`config.mk`:
```
export PLATFORM = sky130hd
export DESIGN_NAME = xax_top
export DESIGN_NICKNAME = d
export VERILOG_FILES = /design/src/hw/xax_pkg.sv /design/src/hw/xax_top.sv /design/src/hw/xax_port_mux.sv
export SDC_FILE = /design/constraint.sdc
export NUM_CORES = 1
export LEC_CHECK = 0
export BUFFER_PORTS_ARGS = -buffer_cell sky130_fd_sc_hd__buf_2
export CAP_MARGIN = 40
export CORE_MARGIN = 2
export CORE_UTILIZATION = 59
export CTS_CLUSTER_SIZE = 20
export DETAILED_ROUTE_END_ITERATION = 10
export PLACE_DENSITY = 0.83
export SLEW_MARGIN = 25
export SYNTH_ARGS = -nofsm -noshare
export SYNTH_HDL_FRONTEND = slang
export SYNTH_HIERARCHICAL = 1
export SYNTH_SLANG_ARGS = --single-unit
```
`constraint.sdc`:
```
create_clock -name clk -period 5 [get_ports clk]
set_input_delay 0.25 -clock clk [delete_from_list [all_inputs] [get_ports clk]]
set_output_delay 0.25 -clock clk [all_outputs]
set_load 0.02 [all_outputs]
```
`src/hw/xax_pkg.sv`:
```
// package of addresses, reset values and types for the external-data address extension block
// Operation
// RL1 - The pointer select bit picks data pointer zero or one for every pointer-based operation.
// RL2 - The high-address extension registers feed external-data moves and nothing else.
// RL3 - A pointer move takes its top address byte from that pointer's extension register.
// RL4 - A working-register move takes its top and middle bytes from the two indirect registers.
// RL5 - Ports 0 to 6, 12 and 15 each have a fast data, a fast select and a pin state register.
// RL6 - A pin whose select bit is one is driven from the matching fast data bit, for pins 0 to 7.
// RL7 - A pin whose select bit is zero is driven from the matching hub port data bit.
// RL8 - The pin state register reads the present pin levels and ignores writes.
// RL9 - External-data addresses are 24 bits wide, covering 16 MB.
// RL10 - Addresses 000000 to 001fff go to on-chip static RAM.
// RL11 - Addresses 005000 to 0051ff go to the port control registers.
// RL12 - Addresses 008000 to 008fff go to the EEPROM array.
// RL13 - Addresses 080000 to 081fff go to the flash error-correction bytes.
// RL14 - Addresses 800000 to ffffff go to the off-chip external memory interface.
// RL15 - 004f00-004fff go to the timer registers, 005400-0054ff to memory interface control.
// RL16 - Off-chip moves may be 8 or 16 bits wide, one memory type at a time.
// RL17 - Moves to unlisted addresses finish with no side effect, reading zero and dropping writes.
package xax_pkg;

  // special function register addresses
  localparam logic [7:0] SFR_PTR0_LOW    = 8'h82;
  localparam logic [7:0] SFR_PTR0_HIGH   = 8'h83;
  localparam logic [7:0] SFR_PTR1_LOW    = 8'h84;
  localparam logic [7:0] SFR_PTR1_HIGH   = 8'h85;
  localparam logic [7:0] SFR_PTR_SELECT  = 8'h86;
  localparam logic [7:0] SFR_PTR0_EXT    = 8'h93;
  localparam logic [7:0] SFR_PTR1_EXT    = 8'h95;
  localparam logic [7:0] SFR_IND_TOP     = 8'hea;
  localparam logic [7:0] SFR_IND_MIDDLE  = 8'ha0;

  // fast port registers, index 0..8 stands for ports 0,1,2,3,4,5,6,12,15
  localparam int NUM_PORTS = 9;
  localparam logic [NUM_PORTS-1:0][7:0] PORT_DATA_ADDR =
    {8'hf8, 8'he8, 8'hd8, 8'hc8, 8'hc0, 8'hb0, 8'h98, 8'h90, 8'h80};
  localparam logic [NUM_PORTS-1:0][7:0] PORT_STATE_ADDR =
    {8'hf9, 8'he9, 8'hd9, 8'hc9, 8'hc1, 8'hb1, 8'h99, 8'h91, 8'h89};
  localparam logic [NUM_PORTS-1:0][7:0] PORT_SELECT_ADDR =
    {8'hfa, 8'hf2, 8'hda, 8'hca, 8'hc2, 8'hb2, 8'h9a, 8'ha2, 8'h8a};

  // reset values
  localparam logic [7:0]  RST_BYTE    = 8'h00;
  localparam logic [15:0] RST_POINTER = 16'h0000;

  // external-data address width and region bounds
  localparam int          XADDR_W        = 24;
  localparam logic [23:0] SRAM_LO        = 24'h000000;
  localparam logic [23:0] SRAM_HI        = 24'h001fff;
  localparam logic [23:0] TIMER_LO       = 24'h004f00;
  localparam logic [23:0] TIMER_HI       = 24'h004fff;
  localparam logic [23:0] PORTCTL_LO     = 24'h005000;
  localparam logic [23:0] PORTCTL_HI     = 24'h0051ff;
  localparam logic [23:0] EMIFCTL_LO     = 24'h005400;
  localparam logic [23:0] EMIFCTL_HI     = 24'h0054ff;
  localparam logic [23:0] EEPROM_LO      = 24'h008000;
  localparam logic [23:0] EEPROM_HI      = 24'h008fff;
  localparam logic [23:0] ECC_LO         = 24'h080000;
  localparam logic [23:0] ECC_HI         = 24'h081fff;
  localparam logic [23:0] EXTMEM_LO      = 24'h800000;

  // decoded target of an external-data move
  typedef enum logic [2:0] {
    RG_NONE,
    RG_SRAM,
    RG_TIMER,
    RG_PORTCTL,
    RG_EMIFCTL,
    RG_EEPROM,
    RG_ECC,
    RG_EXTMEM
  } xax_region_t;

endpackage : xax_pkg

```
`src/hw/xax_top.sv`:
```
// pointer selection, 24-bit external-data address forming and decode, fast port registers
`timescale 1ns/1ns
module xax_top #(
  parameter int NP = xax_pkg::NUM_PORTS
) (
  // clock and reset
  input  wire logic              clk,
  input  wire logic              rst_b,
  // special register bus from the core
  input  wire logic              sfr_wr,
  input  wire logic              sfr_rd,
  input  wire logic [7:0]        sfr_addr,
  input  wire logic [7:0]        sfr_wdata,
  output logic      [7:0]        sfr_rdata_q,
  output logic                   sfr_rvalid_q,
  // pointer operations from the core
  input  wire logic              ptr_inc,
  input  wire logic              ptr_load,
  input  wire logic [15:0]       ptr_imm,
  output logic      [15:0]       code_ptr_q,
  // external-data move request from the core
  input  wire logic              mv_req,
  input  wire logic              mv_via_ri,
  input  wire logic [7:0]        mv_ri_low,
  input  wire logic              mv_we,
  input  wire logic              mv_wide,
  input  wire logic [15:0]       mv_wdata,
  output logic                   mv_busy_q,
  output logic                   mv_done_q,
  output logic      [15:0]       mv_rdata_q,
  // decoded access toward the on-chip regions and off-chip memory
  output logic                   tgt_valid_q,
  output xax_pkg::xax_region_t   tgt_region_q,
  output logic      [23:0]       tgt_addr_q,
  output logic                   tgt_we_q,
  output logic                   tgt_wide_q,
  output logic      [15:0]       tgt_wdata_q,
  input  wire logic              tgt_done,
  input  wire logic [15:0]       tgt_rdata,
  // ports: hub data, pin levels, pin drive
  input  wire logic [NP*8-1:0]   hub_port_output_data,
  input  wire logic [NP*8-1:0]   pin_in,
  output logic      [NP*8-1:0]   pin_out_q
);

  // move sequencer states
  typedef enum logic [0:0] {ST_IDLE, ST_WAIT} xax_state_t;

  // block registers
  xax_state_t  state_q;
  logic        pointer_select_q;
  logic [15:0] data_pointer_zero_q;
  logic [15:0] data_pointer_one_q;
  logic [7:0]  pointer0_high_extension_q;
  logic [7:0]  pointer1_high_extension_q;
  logic [7:0]  indirect_top_byte_q;
  logic [7:0]  indirect_middle_byte_q;

  // special register write decode
  // unknown or read-only addresses match nothing
  wire         wr_ptr0_lo   = sfr_wr && (sfr_addr == xax_pkg::SFR_PTR0_LOW);
  wire         wr_ptr0_hi   = sfr_wr && (sfr_addr == xax_pkg::SFR_PTR0_HIGH);
  wire         wr_ptr1_lo   = sfr_wr && (sfr_addr == xax_pkg::SFR_PTR1_LOW);
  wire         wr_ptr1_hi   = sfr_wr && (sfr_addr == xax_pkg::SFR_PTR1_HIGH);
  wire         wr_select    = sfr_wr && (sfr_addr == xax_pkg::SFR_PTR_SELECT);
  wire         wr_ext0      = sfr_wr && (sfr_addr == xax_pkg::SFR_PTR0_EXT);
  wire         wr_ext1      = sfr_wr && (sfr_addr == xax_pkg::SFR_PTR1_EXT);
  wire         wr_ind_top   = sfr_wr && (sfr_addr == xax_pkg::SFR_IND_TOP);
  wire         wr_ind_mid   = sfr_wr && (sfr_addr == xax_pkg::SFR_IND_MIDDLE);

  // active pointer and its extension byte
  // a load wins over an increment
  wire  [15:0] active_ptr   = pointer_select_q ? data_pointer_one_q
                                               : data_pointer_zero_q; // [RL1]
  wire  [7:0]  active_ext   = pointer_select_q ? pointer1_high_extension_q
                                               : pointer0_high_extension_q; // [RL3]
  wire  [15:0] ptr_next     = ptr_load ? ptr_imm : active_ptr + 16'h0001; // [RL1]
  wire         ptr_op       = ptr_load || ptr_inc;

  // 24-bit move address; extension bytes are only ever used here
  wire  [23:0] mv_addr      = mv_via_ri ? {indirect_top_byte_q, indirect_middle_byte_q, mv_ri_low}
                                        : {active_ext, active_ptr}; // [RL2] [RL3] [RL4] [RL9]

  // region decode of the move address
  // ranges are disjoint, so the order is arbitrary
  wire         in_sram      = (mv_addr <= xax_pkg::SRAM_HI); // [RL10]
  wire         in_timer     = (mv_addr >= xax_pkg::TIMER_LO) &&
                              (mv_addr <= xax_pkg::TIMER_HI); // [RL15]
  wire         in_portctl   = (mv_addr >= xax_pkg::PORTCTL_LO) &&
                              (mv_addr <= xax_pkg::PORTCTL_HI); // [RL11]
  wire         in_emifctl   = (mv_addr >= xax_pkg::EMIFCTL_LO) &&
                              (mv_addr <= xax_pkg::EMIFCTL_HI); // [RL15]
  wire         in_eeprom    = (mv_addr >= xax_pkg::EEPROM_LO) &&
                              (mv_addr <= xax_pkg::EEPROM_HI); // [RL12]
  wire         in_ecc       = (mv_addr >= xax_pkg::ECC_LO) &&
                              (mv_addr <= xax_pkg::ECC_HI); // [RL13]
  wire         in_extmem    = (mv_addr >= xax_pkg::EXTMEM_LO); // [RL14]

  xax_pkg::xax_region_t region_d;
  assign region_d = in_extmem  ? xax_pkg::RG_EXTMEM  :
                    in_ecc     ? xax_pkg::RG_ECC     :
                    in_eeprom  ? xax_pkg::RG_EEPROM  :
                    in_emifctl ? xax_pkg::RG_EMIFCTL :
                    in_portctl ? xax_pkg::RG_PORTCTL :
                    in_timer   ? xax_pkg::RG_TIMER   :
                    in_sram    ? xax_pkg::RG_SRAM    : xax_pkg::RG_NONE;

  // a move is taken only while idle
  wire         mv_take      = mv_req && (state_q == ST_IDLE);
  wire         mv_unmapped  = (region_d == xax_pkg::RG_NONE);

  // pointer select and extension registers
  always_ff @(posedge clk or negedge rst_b) begin
    if (!rst_b) begin
      pointer_select_q          <= 1'b0;
      pointer0_high_extension_q <= xax_pkg::RST_BYTE;
      pointer1_high_extension_q <= xax_pkg::RST_BYTE;
      indirect_top_byte_q       <= xax_pkg::RST_BYTE;
      indirect_middle_byte_q    <= xax_pkg::RST_BYTE;
    end else begin
      if (wr_select) begin
        pointer_select_q <= sfr_wdata[0];
      end
      if (wr_ext0) begin
        pointer0_high_extension_q <= sfr_wdata;
      end
      if (wr_ext1) begin
        pointer1_high_extension_q <= sfr_wdata;
      end
      if (wr_ind_top) begin
        indirect_top_byte_q <= sfr_wdata;
      end
      if (wr_ind_mid) begin
        indirect_middle_byte_q <= sfr_wdata;
      end
    end
  end

  // data pointer zero: core pointer operations win over register writes
  // so a register write in the same cycle is lost
  always_ff @(posedge clk or negedge rst_b) begin
    if (!rst_b) begin
      data_pointer_zero_q <= xax_pkg::RST_POINTER;
    end else if (ptr_op && !pointer_select_q) begin
      data_pointer_zero_q <= ptr_next; // [RL1]
    end else begin
      if (wr_ptr0_lo) begin
        data_pointer_zero_q[7:0] <= sfr_wdata;
      end
      if (wr_ptr0_hi) begin
        data_pointer_zero_q[15:8] <= sfr_wdata;
      end
    end
  end

  // data pointer one: same scheme
  always_ff @(posedge clk or negedge rst_b) begin
    if (!rst_b) begin
      data_pointer_one_q <= xax_pkg::RST_POINTER;
    end else if (ptr_op && pointer_select_q) begin
      data_pointer_one_q <= ptr_next; // [RL1]
    end else begin
      if (wr_ptr1_lo) begin
        data_pointer_one_q[7:0] <= sfr_wdata;
      end
      if (wr_ptr1_hi) begin
        data_pointer_one_q[15:8] <= sfr_wdata;
      end
    end
  end

  // code lookups and indexed jumps see only the 16-bit pointer
  always_ff @(posedge clk or negedge rst_b) begin
    if (!rst_b) begin
      code_ptr_q <= xax_pkg::RST_POINTER;
    end else begin
      code_ptr_q <= active_ptr; // [RL1] [RL2]
    end
  end

  // move sequencer: issue to a region, then wait for its answer
  // an unmapped move ends at once with zero data
  // a request while busy is dropped, not queued
  always_ff @(posedge clk or negedge rst_b) begin
    if (!rst_b) begin
      state_q      <= ST_IDLE;
      mv_busy_q    <= 1'b0;
      mv_done_q    <= 1'b0;
      mv_rdata_q   <= 16'h0000;
      tgt_valid_q  <= 1'b0;
      tgt_region_q <= xax_pkg::RG_NONE;
      tgt_addr_q   <= 24'h000000;
      tgt_we_q     <= 1'b0;
      tgt_wide_q   <= 1'b0;
      tgt_wdata_q  <= 16'h0000;
    end else begin
      mv_done_q   <= 1'b0;
      tgt_valid_q <= 1'b0;
      unique case (state_q)
        ST_IDLE: begin
          if (mv_take && mv_unmapped) begin
            mv_done_q  <= 1'b1; // [RL17]
            mv_rdata_q <= 16'h0000;
          end else if (mv_take) begin
            state_q      <= ST_WAIT;
            mv_busy_q    <= 1'b1;
            tgt_valid_q  <= 1'b1;
            tgt_region_q <= region_d;
            tgt_addr_q   <= mv_addr; // [RL9]
            tgt_we_q     <= mv_we;
            tgt_wide_q   <= mv_wide && (region_d == xax_pkg::RG_EXTMEM); // [RL16]
            tgt_wdata_q  <= mv_wdata;
          end
        end
        ST_WAIT: begin
          if (tgt_done) begin
            state_q    <= ST_IDLE;
            mv_busy_q  <= 1'b0;
            mv_done_q  <= 1'b1;
            mv_rdata_q <= tgt_we_q ? 16'h0000
                        : (tgt_wide_q ? tgt_rdata : {8'h00, tgt_rdata[7:0]}); // [RL16]
          end
        end
      endcase
    end
  end

  // fast-access ports
  // index 7 is port 12 and index 8 is port 15
  logic [NP*8-1:0] port_data;
  logic [NP*8-1:0] port_select;
  logic [NP*8-1:0] port_state;
  logic [NP-1:0][7:0] port_rd;

  genvar gi;
  generate
    for (gi = 0; gi < NP; gi++) begin : g_port
      wire hit_data   = (sfr_addr == xax_pkg::PORT_DATA_ADDR[gi]);
      wire hit_state  = (sfr_addr == xax_pkg::PORT_STATE_ADDR[gi]);
      wire hit_select = (sfr_addr == xax_pkg::PORT_SELECT_ADDR[gi]);

      xax_port_mux #(
        .W (8)
      ) u_port (
        .clk       (clk),
        .rst_b     (rst_b),
        .data_we   (sfr_wr && hit_data),
        .select_we (sfr_wr && hit_select), // [RL5]
        .wdata     (sfr_wdata),
        .hub_data  (hub_port_output_data[gi*8 +: 8]),
        .pin_in    (pin_in[gi*8 +: 8]),
        .data_q    (port_data[gi*8 +: 8]),
        .select_q  (port_select[gi*8 +: 8]),
        .state_q   (port_state[gi*8 +: 8]),
        .pin_out_q (pin_out_q[gi*8 +: 8])
      );

      // read value of this port's three registers
      assign port_rd[gi] = hit_data   ? port_data[gi*8 +: 8]   :
                           hit_state  ? port_state[gi*8 +: 8]  :
                           hit_select ? port_select[gi*8 +: 8] : 8'h00; // [RL5] [RL8]
    end
  endgenerate

  // or-reduce the port read values; only one can be non-zero
  logic [7:0] port_rd_any;
  always_comb begin
    port_rd_any = 8'h00;
    for (int i = 0; i < NP; i++) begin
      port_rd_any = port_rd_any | port_rd[i];
    end
  end

  // special register read mux; unknown addresses read zero
  wire  [7:0] sfr_rd_d =
    (sfr_addr == xax_pkg::SFR_PTR0_LOW)   ? data_pointer_zero_q[7:0]  :
    (sfr_addr == xax_pkg::SFR_PTR0_HIGH)  ? data_pointer_zero_q[15:8] :
    (sfr_addr == xax_pkg::SFR_PTR1_LOW)   ? data_pointer_one_q[7:0]   :
    (sfr_addr == xax_pkg::SFR_PTR1_HIGH)  ? data_pointer_one_q[15:8]  :
    (sfr_addr == xax_pkg::SFR_PTR_SELECT) ? {7'h00, pointer_select_q} :
    (sfr_addr == xax_pkg::SFR_PTR0_EXT)   ? pointer0_high_extension_q :
    (sfr_addr == xax_pkg::SFR_PTR1_EXT)   ? pointer1_high_extension_q :
    (sfr_addr == xax_pkg::SFR_IND_TOP)    ? indirect_top_byte_q       :
    (sfr_addr == xax_pkg::SFR_IND_MIDDLE) ? indirect_middle_byte_q    : port_rd_any;

  // registered read answer, one cycle after the request
  // the data holds until the next read
  always_ff @(posedge clk or negedge rst_b) begin
    if (!rst_b) begin
      sfr_rdata_q  <= xax_pkg::RST_BYTE;
      sfr_rvalid_q <= 1'b0;
    end else begin
      sfr_rvalid_q <= sfr_rd;
      if (sfr_rd) begin
        sfr_rdata_q <= sfr_rd_d;
      end
    end
  end

endmodule : xax_top

```
`src/hw/xax_port_mux.sv`:
```
// one fast-access i/o port: data and select registers, pin synchroniser, output mux
`timescale 1ns/1ns
module xax_port_mux #(
  parameter int W = 8
) (
  // clock and reset
  input  wire logic         clk,
  input  wire logic         rst_b,
  // register writes from the special register bus
  input  wire logic         data_we,
  input  wire logic         select_we,
  input  wire logic [W-1:0] wdata,
  // pins and hub side
  input  wire logic [W-1:0] hub_data,
  input  wire logic [W-1:0] pin_in,
  // register contents and pin drive
  output logic      [W-1:0] data_q,
  output logic      [W-1:0] select_q,
  output logic      [W-1:0] state_q,
  output logic      [W-1:0] pin_out_q
);

  logic [W-1:0] pin_meta_q;
  logic [W-1:0] drive_d;

  // per-pin choice between fast data and hub data
  assign drive_d = (select_q & data_q) | (~select_q & hub_data); // [RL6] [RL7]

  // fast data and select registers
  always_ff @(posedge clk or negedge rst_b) begin
    if (!rst_b) begin
      data_q   <= xax_pkg::RST_BYTE;
      select_q <= xax_pkg::RST_BYTE;
    end else begin
      if (data_we) data_q <= wdata;
      if (select_we) select_q <= wdata;
    end
  end

  // two-stage pin synchroniser; state register has no write path
  always_ff @(posedge clk or negedge rst_b) begin
    if (!rst_b) begin
      pin_meta_q <= xax_pkg::RST_BYTE;
      state_q    <= xax_pkg::RST_BYTE;
      pin_out_q  <= xax_pkg::RST_BYTE;
    end else begin
      pin_meta_q <= pin_in;
      state_q    <= pin_meta_q; // [RL8]
      pin_out_q  <= drive_d;
    end
  end

endmodule : xax_port_mux

```
==> reports/metrics.cfg, run 1 <==
[status]
status=complete, no violations

[critical_path]
reg2reg_slack_ns=0.77
cp_num_buf_inv=2
cp_slowest_cell=dfrtp_1
path_cells=buf_4, mux2_2, mux2i_1, nand4_1, a221oi_1, o21ai_1, a21oi_4, buf_12, mux2_1
cp-startpoint=pointer_select_q
startpoint_type=flop
slowest_delay_ns=0.87
cp.required_ns=5.46
timing.rr.start=pointer_select_q
crit_fanout=28
rr_worst_depth=9
crit_type=flop to flop
cp.arrival_ns=4.69
crit_family=compound AO/OA/AOI/OAI gates
cp-end-kind=flop
r2r_end=tgt_addr_q[4]

[pwr]
pwr_density_cell_nw_per_um2=383
p_leak_nw=13.1
switching_share=0.284
peakVddDrop_mv=0.460
p_seq_frac=0.465
p_clk_frac=0.372
p_comb_frac=0.163
power.internal_mw=7.65
power.switching_mw=3.04

[route]
drc=0
routed_via_density=6.48
ant_nets=0
drtIter0Drc=2097
wire_per_inst_um=28.9
first_pass_iters=8
routed_wl_um=78000
num_vias=17500

[synthesis]
synth.most_common_cell=dfrtp_1
async_flop_share=1.00
synthTopCellsByCount=515 x dfrtp_1, 146 x mux2_4, 138 x mux2_2
postSynthCellCount=1617
syn_area_per_cell_um2=13.5
yosysSeqAreaShare=0.590
synth-edff-count=0
syn-cell-area_um2=21900
yosysUniqueCellTypes=70
synth_nets=1845
synth-seq-cells=515
ys.warnings.count=6
synth.area.top_cells=dfrtp_1 59%, mux2_4 10%, mux2_2 7.1%
yosysTopAreaCell=dfrtp_1
synth_flop_cell=dfrtp_1
synth_top_area_frac=0.590

[placed_design]
place.gp.congestion=1.01
post-place-ws_ns=0.876
io_buffers=387
placed_area_um2=24300
hpwl_um=48800

[min_path]
hold_class=primary input to flop
hold_path.startpoint=mv_ri_low[1]
hold_path_end=tgt_addr_q[1]
hold-path-cell-count=4

[finish]
fin_area_um2=27900
nets=2422
drive_gt1_frac=0.364
area_delta_synth_final_pct=27.8

[sta]
rsz0062_at_grt=false
finalHoldViolations=0
setup_viol=0
setup_slack_ns=0.768
setup_tns_ns=0
fin_skew_ns=0.0316
min_period_ns=4.23
slew_headroom=0.389
fmax_mhz=236
worstMarginPinSlew_ns=0.915
slew_viol_final=0
timing.final.crit_share=0.846

[floorplan]
ios=388
start_util=0.598
coreArea_um2=36500
die_w_um=196
core.rowCount=70
dieArea_um2=38600
die_h_um=196

[cts]
cts_tree=built
cts.clk_slew.worst_paths_ns=0.07
worst_skew_pair.late_latency_ns=0.61
post_cts_buffers=0
clk_path_buf_depth=3
clock_sinks=515
h-tree-depth=2
cts_buffers=50
cts_root_buf=clkbuf_16

[global_routing]
antenna_found_initial=4
grt_pass1_wl_um=114000
grt_pass1_vias=18200
overflow=0
grt_max_degree=130
grt_usage=0.401

[run]
maxCapViolCount=0

==> through the flow <==
step                      instances  total power, mW   util  hold WS [ns]
after floorplan                1617             5.80      -       -0.0456
after global placement         2409             6.51  0.663         0.335
after detailed placement       2418             6.55  0.665         0.335
after CTS                      2688             10.6  0.763       0.00347
after global routing           2694             11.0  0.765        0.0300
final                          2695             10.7  0.765        0.0226
==> area by class of cell <==
| type | count | area, um^2 |
|---|---|---|
| flip-flops and latches | 515 | 12900 |
| fillers | 2177 | 8590 |
| multi-input cells | 990 | 8490 |
| repair buffers | 615 | 4200 |
| clock buffers | 66 | 1400 |
| well taps | 468 | 586 |
| clock inverters | 17 | 283 |
| inverters | 22 | 82.6 |
| diodes | 2 | 5.00 |
==> what timing repair did <==
action                                  4_1_cts  5_1_grt
hold endpoints to repair                    288        0
hold buffers                                187        0
endpoints found under the setup margin        0        0
gates resized for setup                       0        0
==> kinds of logic after synthesis <==
logic type,Yosys count,share of synthesized area
AOI/OAI and AO/OA,307,0.0971
xor gates and xnor gates,15,0.00601
adders and majority gates,1,0.000572
buffers and inverters,112,0.0278
DFF,515,0.590
muxes,359,0.207
and+or+nand+nor,308,0.0714
==> worst register-to-register path: stages, from the launching register on <==
cell	delay [ns]
dfrtp_1	0.87
buf_4	0.40
mux2_2	0.43
mux2i_1	0.31
nand4_1	0.19
a221oi_1	0.38
o21ai_1	0.25
a21oi_4	0.62
buf_12	0.29
mux2_1	0.38
==> state kept, by name (all words and copies together), names as in the netlist, 3 cells and up <==
| register | count |
|---|---|
| tgt_wdata_q | 16 |
| pointer1_high_extension_q | 8 |
| pointer0_high_extension_q | 8 |
| indirect_top_byte_q | 8 |
| tgt_addr_q | 24 |
| data_pointer_one_q | 16 |
| g_port.u_port/select_q | 72 |
| tgt_region_q | 3 |
| g_port.u_port/pin_out_q | 72 |
| mv_rdata_q | 16 |
| indirect_middle_byte_q | 8 |
| g_port.u_port/state_q | 72 |
| sfr_rdata_q | 8 |
| data_pointer_zero_q | 16 |
| g_port.u_port/data_q | 72 |
| code_ptr_q | 16 |
| g_port.u_port/pin_meta_q | 72 |
==> worst max path at each step <==
stage	to	slack [ns]	depth (start not counted)
after floorplan	tgt_addr_q[16]	2.11	11
after global placement	tgt_wdata_q[4]	1.02	9
after detailed placement	tgt_addr_q[4]	0.88	9
after CTS	tgt_addr_q[4]	0.87	9
after global routing	tgt_addr_q[4]	0.51	10
final	tgt_addr_q[4]	0.77	9
==> power groups by stage <==
stage	clock network, mW	logic, mW	registers [mW]
floorplan	0	0.662	5.14
global placement	0	1.52	4.99
detailed placement	0	1.57	4.99
CTS	3.95	1.69	4.93
global route	4.16	1.85	4.99
finish	3.97	1.75	4.97
==> layout by cell type (no fill, tap or decap), drive strengths merged, types with 12 or more instances in the layout <==
cell         count
dfrtp          515
buf            427
mux2           305
dlygate4sd3    187
nand2           97
clkbuf          67
nor2            62
o21ai           61
mux2i           53
a22oi           52
a21oi           51
nand3           42
a22o            23
inv             23
o22ai           22
a221oi          12
nor3            12
==> per-layer routing <==
| metal | up-vias | global-route usage | share of wire |
|---|---|---|---|
| met5 | - | 0 | 0 |
| met2 | 1340 | 0.631 | 0.47 |
| met1 | 8724 | 0.518 | 0.37 |
| met4 | 0 | 0.192 | 0.054 |
| met3 | 317 | 0.114 | 0.11 |
| li1 | 7076 | - | - |
Power figures use the tool's default switching activity.
==> run 2, diff against run 1 <==
--- a/config.mk
+++ b/config.mk
@@ -5,13 +5,14 @@
 export SDC_FILE = /design/constraint.sdc
 export NUM_CORES = 1
 export LEC_CHECK = 0
+export ABC_AREA = 1
 export BUFFER_PORTS_ARGS = -buffer_cell sky130_fd_sc_hd__buf_2
 export CAP_MARGIN = 40
 export CORE_MARGIN = 2
-export CORE_UTILIZATION = 59
+export CORE_UTILIZATION = 51
 export CTS_CLUSTER_SIZE = 20
 export DETAILED_ROUTE_END_ITERATION = 10
-export PLACE_DENSITY = 0.83
+export PLACE_DENSITY = 0.76
 export SLEW_MARGIN = 25
 export SYNTH_ARGS = -nofsm -noshare
 export SYNTH_HDL_FRONTEND = slang
==> constraint.sdc (replaced) <==
create_clock -name clk -period 3.4 [get_ports clk]
set_input_delay 0.17 -clock clk [delete_from_list [all_inputs] [get_ports clk]]
set_output_delay 0.17 -clock clk [all_outputs]
set_load 0.02 [all_outputs]
==> run 2 against run 1 <==
  * Sequential share of layout area fell by 0.86 points
  * Critical path type unchanged
  * Highest routed layer unchanged
  * Largest power group unchanged
  * Design area up 1.9%
  * Combinational power is 22% higher
  * Global-route usage decreased by 2.3 points
  * First-iteration DRC count grew 40%
  * Non-clock buffer count grew 14
  * Register-to-register slack got worse by 0.45 ns
  * Largest cell class unchanged
==> reports/metrics.cfg, run 2 <==
[status]
status=complete, no violations

[floorplan]
die_h_um=211
die_w_um=211
coreArea_um2=42100
core.rowCount=75
ios=388
start_util=0.520
dieArea_um2=44600

[critical_path]
cp.arrival_ns=3.63
cp.required_ns=3.95
crit_type=flop to flop
crit_fanout=16
cp-end-kind=flop
startpoint_type=flop

[synthesis]
syn-cell-area_um2=21900
yosysUniqueCellTypes=40
synth.most_common_cell=nand2_1
synth_nets=2914
synth_top_area_frac=0.588
syn_area_per_cell_um2=8.16
yosysSeqAreaShare=0.588
synth.area.top_cells=dfrtp_1 59%, nand2_1 23%, inv_1 3.5%
yosysTopAreaCell=dfrtp_1
synth_flop_cell=dfrtp_1
synth-seq-cells=515
ys.warnings.count=6
postSynthCellCount=2686
synth-edff-count=0
synthTopCellsByCount=1371 x nand2_1, 515 x dfrtp_1, 203 x inv_1
async_flop_share=1.00

[sta]
min_period_ns=3.08
setup_viol=0
slew_headroom=0.401
finalHoldViolations=0
whs_ns=0.0404
fin_skew_ns=0.0141
fmax_mhz=325
worstMarginPinSlew_ns=0.899
rsz0062_at_grt=false
slew_viol_final=0
timing.final.crit_share=0.906
setup_tns_ns=0

[run]
maxCapViolCount=0

[cts]
cts_buffers=53
clock_sinks=515
worst_skew_pair.late_latency_ns=0.61
clk_path_buf_depth=3
cts.clk_slew.worst_paths_ns=0.06
h-tree-depth=2
post_cts_buffers=0
cts_tree=built
cts_root_buf=clkbuf_16

[global_routing]
grt_usage=0.378
grt_max_degree=101
antenna_found_initial=7
grt_pass1_vias=21200
grt_pass1_wl_um=126000
overflow=0

[route]
routed_via_density=5.52
num_vias=21600
drtIter0Drc=2936
routed_wl_um=84100
first_pass_iters=7
drc=0
wire_per_inst_um=21.6
ant_nets=0

[pwr]
p_total_mw=15.8
pwr_density_cell_nw_per_um2=555
peakVddDrop_mv=0.543
p_leak_nw=15.2

[placed_design]
io_buffers=387
place.gp.congestion=1.06
hpwl_um=58100

[finish]
area_delta_synth_final_pct=29.9
layout_common_cells=1370 x nand2_1, 515 x dfrtp_1, 387 x buf_2
layout_commonest_cell=nand2_1
nets=3543
drive_gt1_frac=0.173

[min_path]
hold_class=primary input to flop

[run 2: cell count changes after synthesis, moves of 36 or more]
cell      previous run  this run
a22oi_1             52         0
clkbuf_1            54        17
inv_1               22       203
mux2_2             138         0
mux2_4             146         0
mux2i_1             53         0
nand2_1             97      1371
nand3_1             42       104
nor2_1              62       151
o21ai_0             58        94
[run 2: path summary, 6_finish.rpt]
kind / cells after the start / slack [ns] / to / startpoint
setup / recovery: 13 / 0.32 / data_pointer_zero_q[12] / pointer_select_q
hold / removal: 5 / 0.04 / data_pointer_zero_q[4] / ptr_imm[4]
setup reg to reg: 13 / 0.32 / data_pointer_zero_q[12] / pointer_select_q
hold reg to reg: 0 / 0.34 / g_port[8].u_port/state_q[5] / g_port[8].u_port/pin_meta_q[5]
max in group asynchronous: 3 / 2.11 / tgt_addr_q[6] / rst_b
min in group asynchronous: 2 / 0.23 / g_port[0].u_port/pin_out_q[2] / rst_b
[run 2: through the flow]
stage	cell area (um^2)	utilization	worst slack [ns]	instances
finish	28500	0.676	0.320	3903
global route	28500	0.676	0.0310	3903
CTS	28400	0.675	0.296	3898
detailed placement	24600	0.583	0.319	3605
global placement	24500	0.583	0.389	3604
floorplan	21900	-	0.990	2686
[run 2: cells by family (layout without fill, tap and decap cells)]
logic type,Yosys count,in the layout,share of synthesized area
adder cells (fa/ha/maj),1,1,0.000571
flip-flops,515,515,0.588
buffers and inverters,289,962,0.0595
XOR/XNOR,7,7,0.00280
AND/OR/NAND/NOR,1694,1694,0.303
other,0,5,0
AO/OA/AOI/OAI,180,180,0.0457
[run 2: repair_timing]
item,in CTS,in global routing
setup endpoints to repair,0,27
hold buffers,194,0
gates resized for setup,0,3
endpoints found under the hold margin,291,0
[run 2: cell type report]
| type | instances | area, um^2 |
|---|---|---|
| Fill cell | 3284 | 13700 |
| Sequential cell | 515 | 12900 |
| Multi-Input combinational cell | 1882 | 7720 |
| Timing Repair Buffer | 629 | 4330 |
| Clock buffer | 68 | 1450 |
| Inverter | 234 | 883 |
| Tap cell | 539 | 674 |
| Clock inverter | 31 | 497 |
| Antenna cell | 5 | 12.5 |
[run 2: report_power, final]
group / leakage [nW] / internal, mW / total (mW) / switching (mW)
clock network: 0.954 / 3.95 / 6.52 / 2.57
registers: 6.52 / 6.67 / 7.13 / 0.460
logic: 7.76 / 0.739 / 2.14 / 1.41
[run 2: routing by layer]
| metal | GRT usage | vias up | share of wire |
|---|---|---|---|
| li1 | - | 9556 | - |
| met1 | 0.509 | 10300 | 0.39 |
| met2 | 0.591 | 1411 | 0.45 |
| met3 | 0.0827 | 277 | 0.11 |
| met4 | 0.169 | 0 | 0.051 |
| met5 | 0 | - | 0 |
[run 2: critical path, stage by stage (launching register included)]
cell and delay (ns):
dfrtp_1 0.56, buf_4 0.27, o21ai_0 0.19, inv_1 0.18
ha_1 0.24, nand3_1 0.09, nor2_1 0.18, nand3_1 0.14
nor2_2 0.16, nand4_1 0.12, nor2_1 0.14, nor2_1 0.05
o21ai_0 0.50, a21o_1 0.19
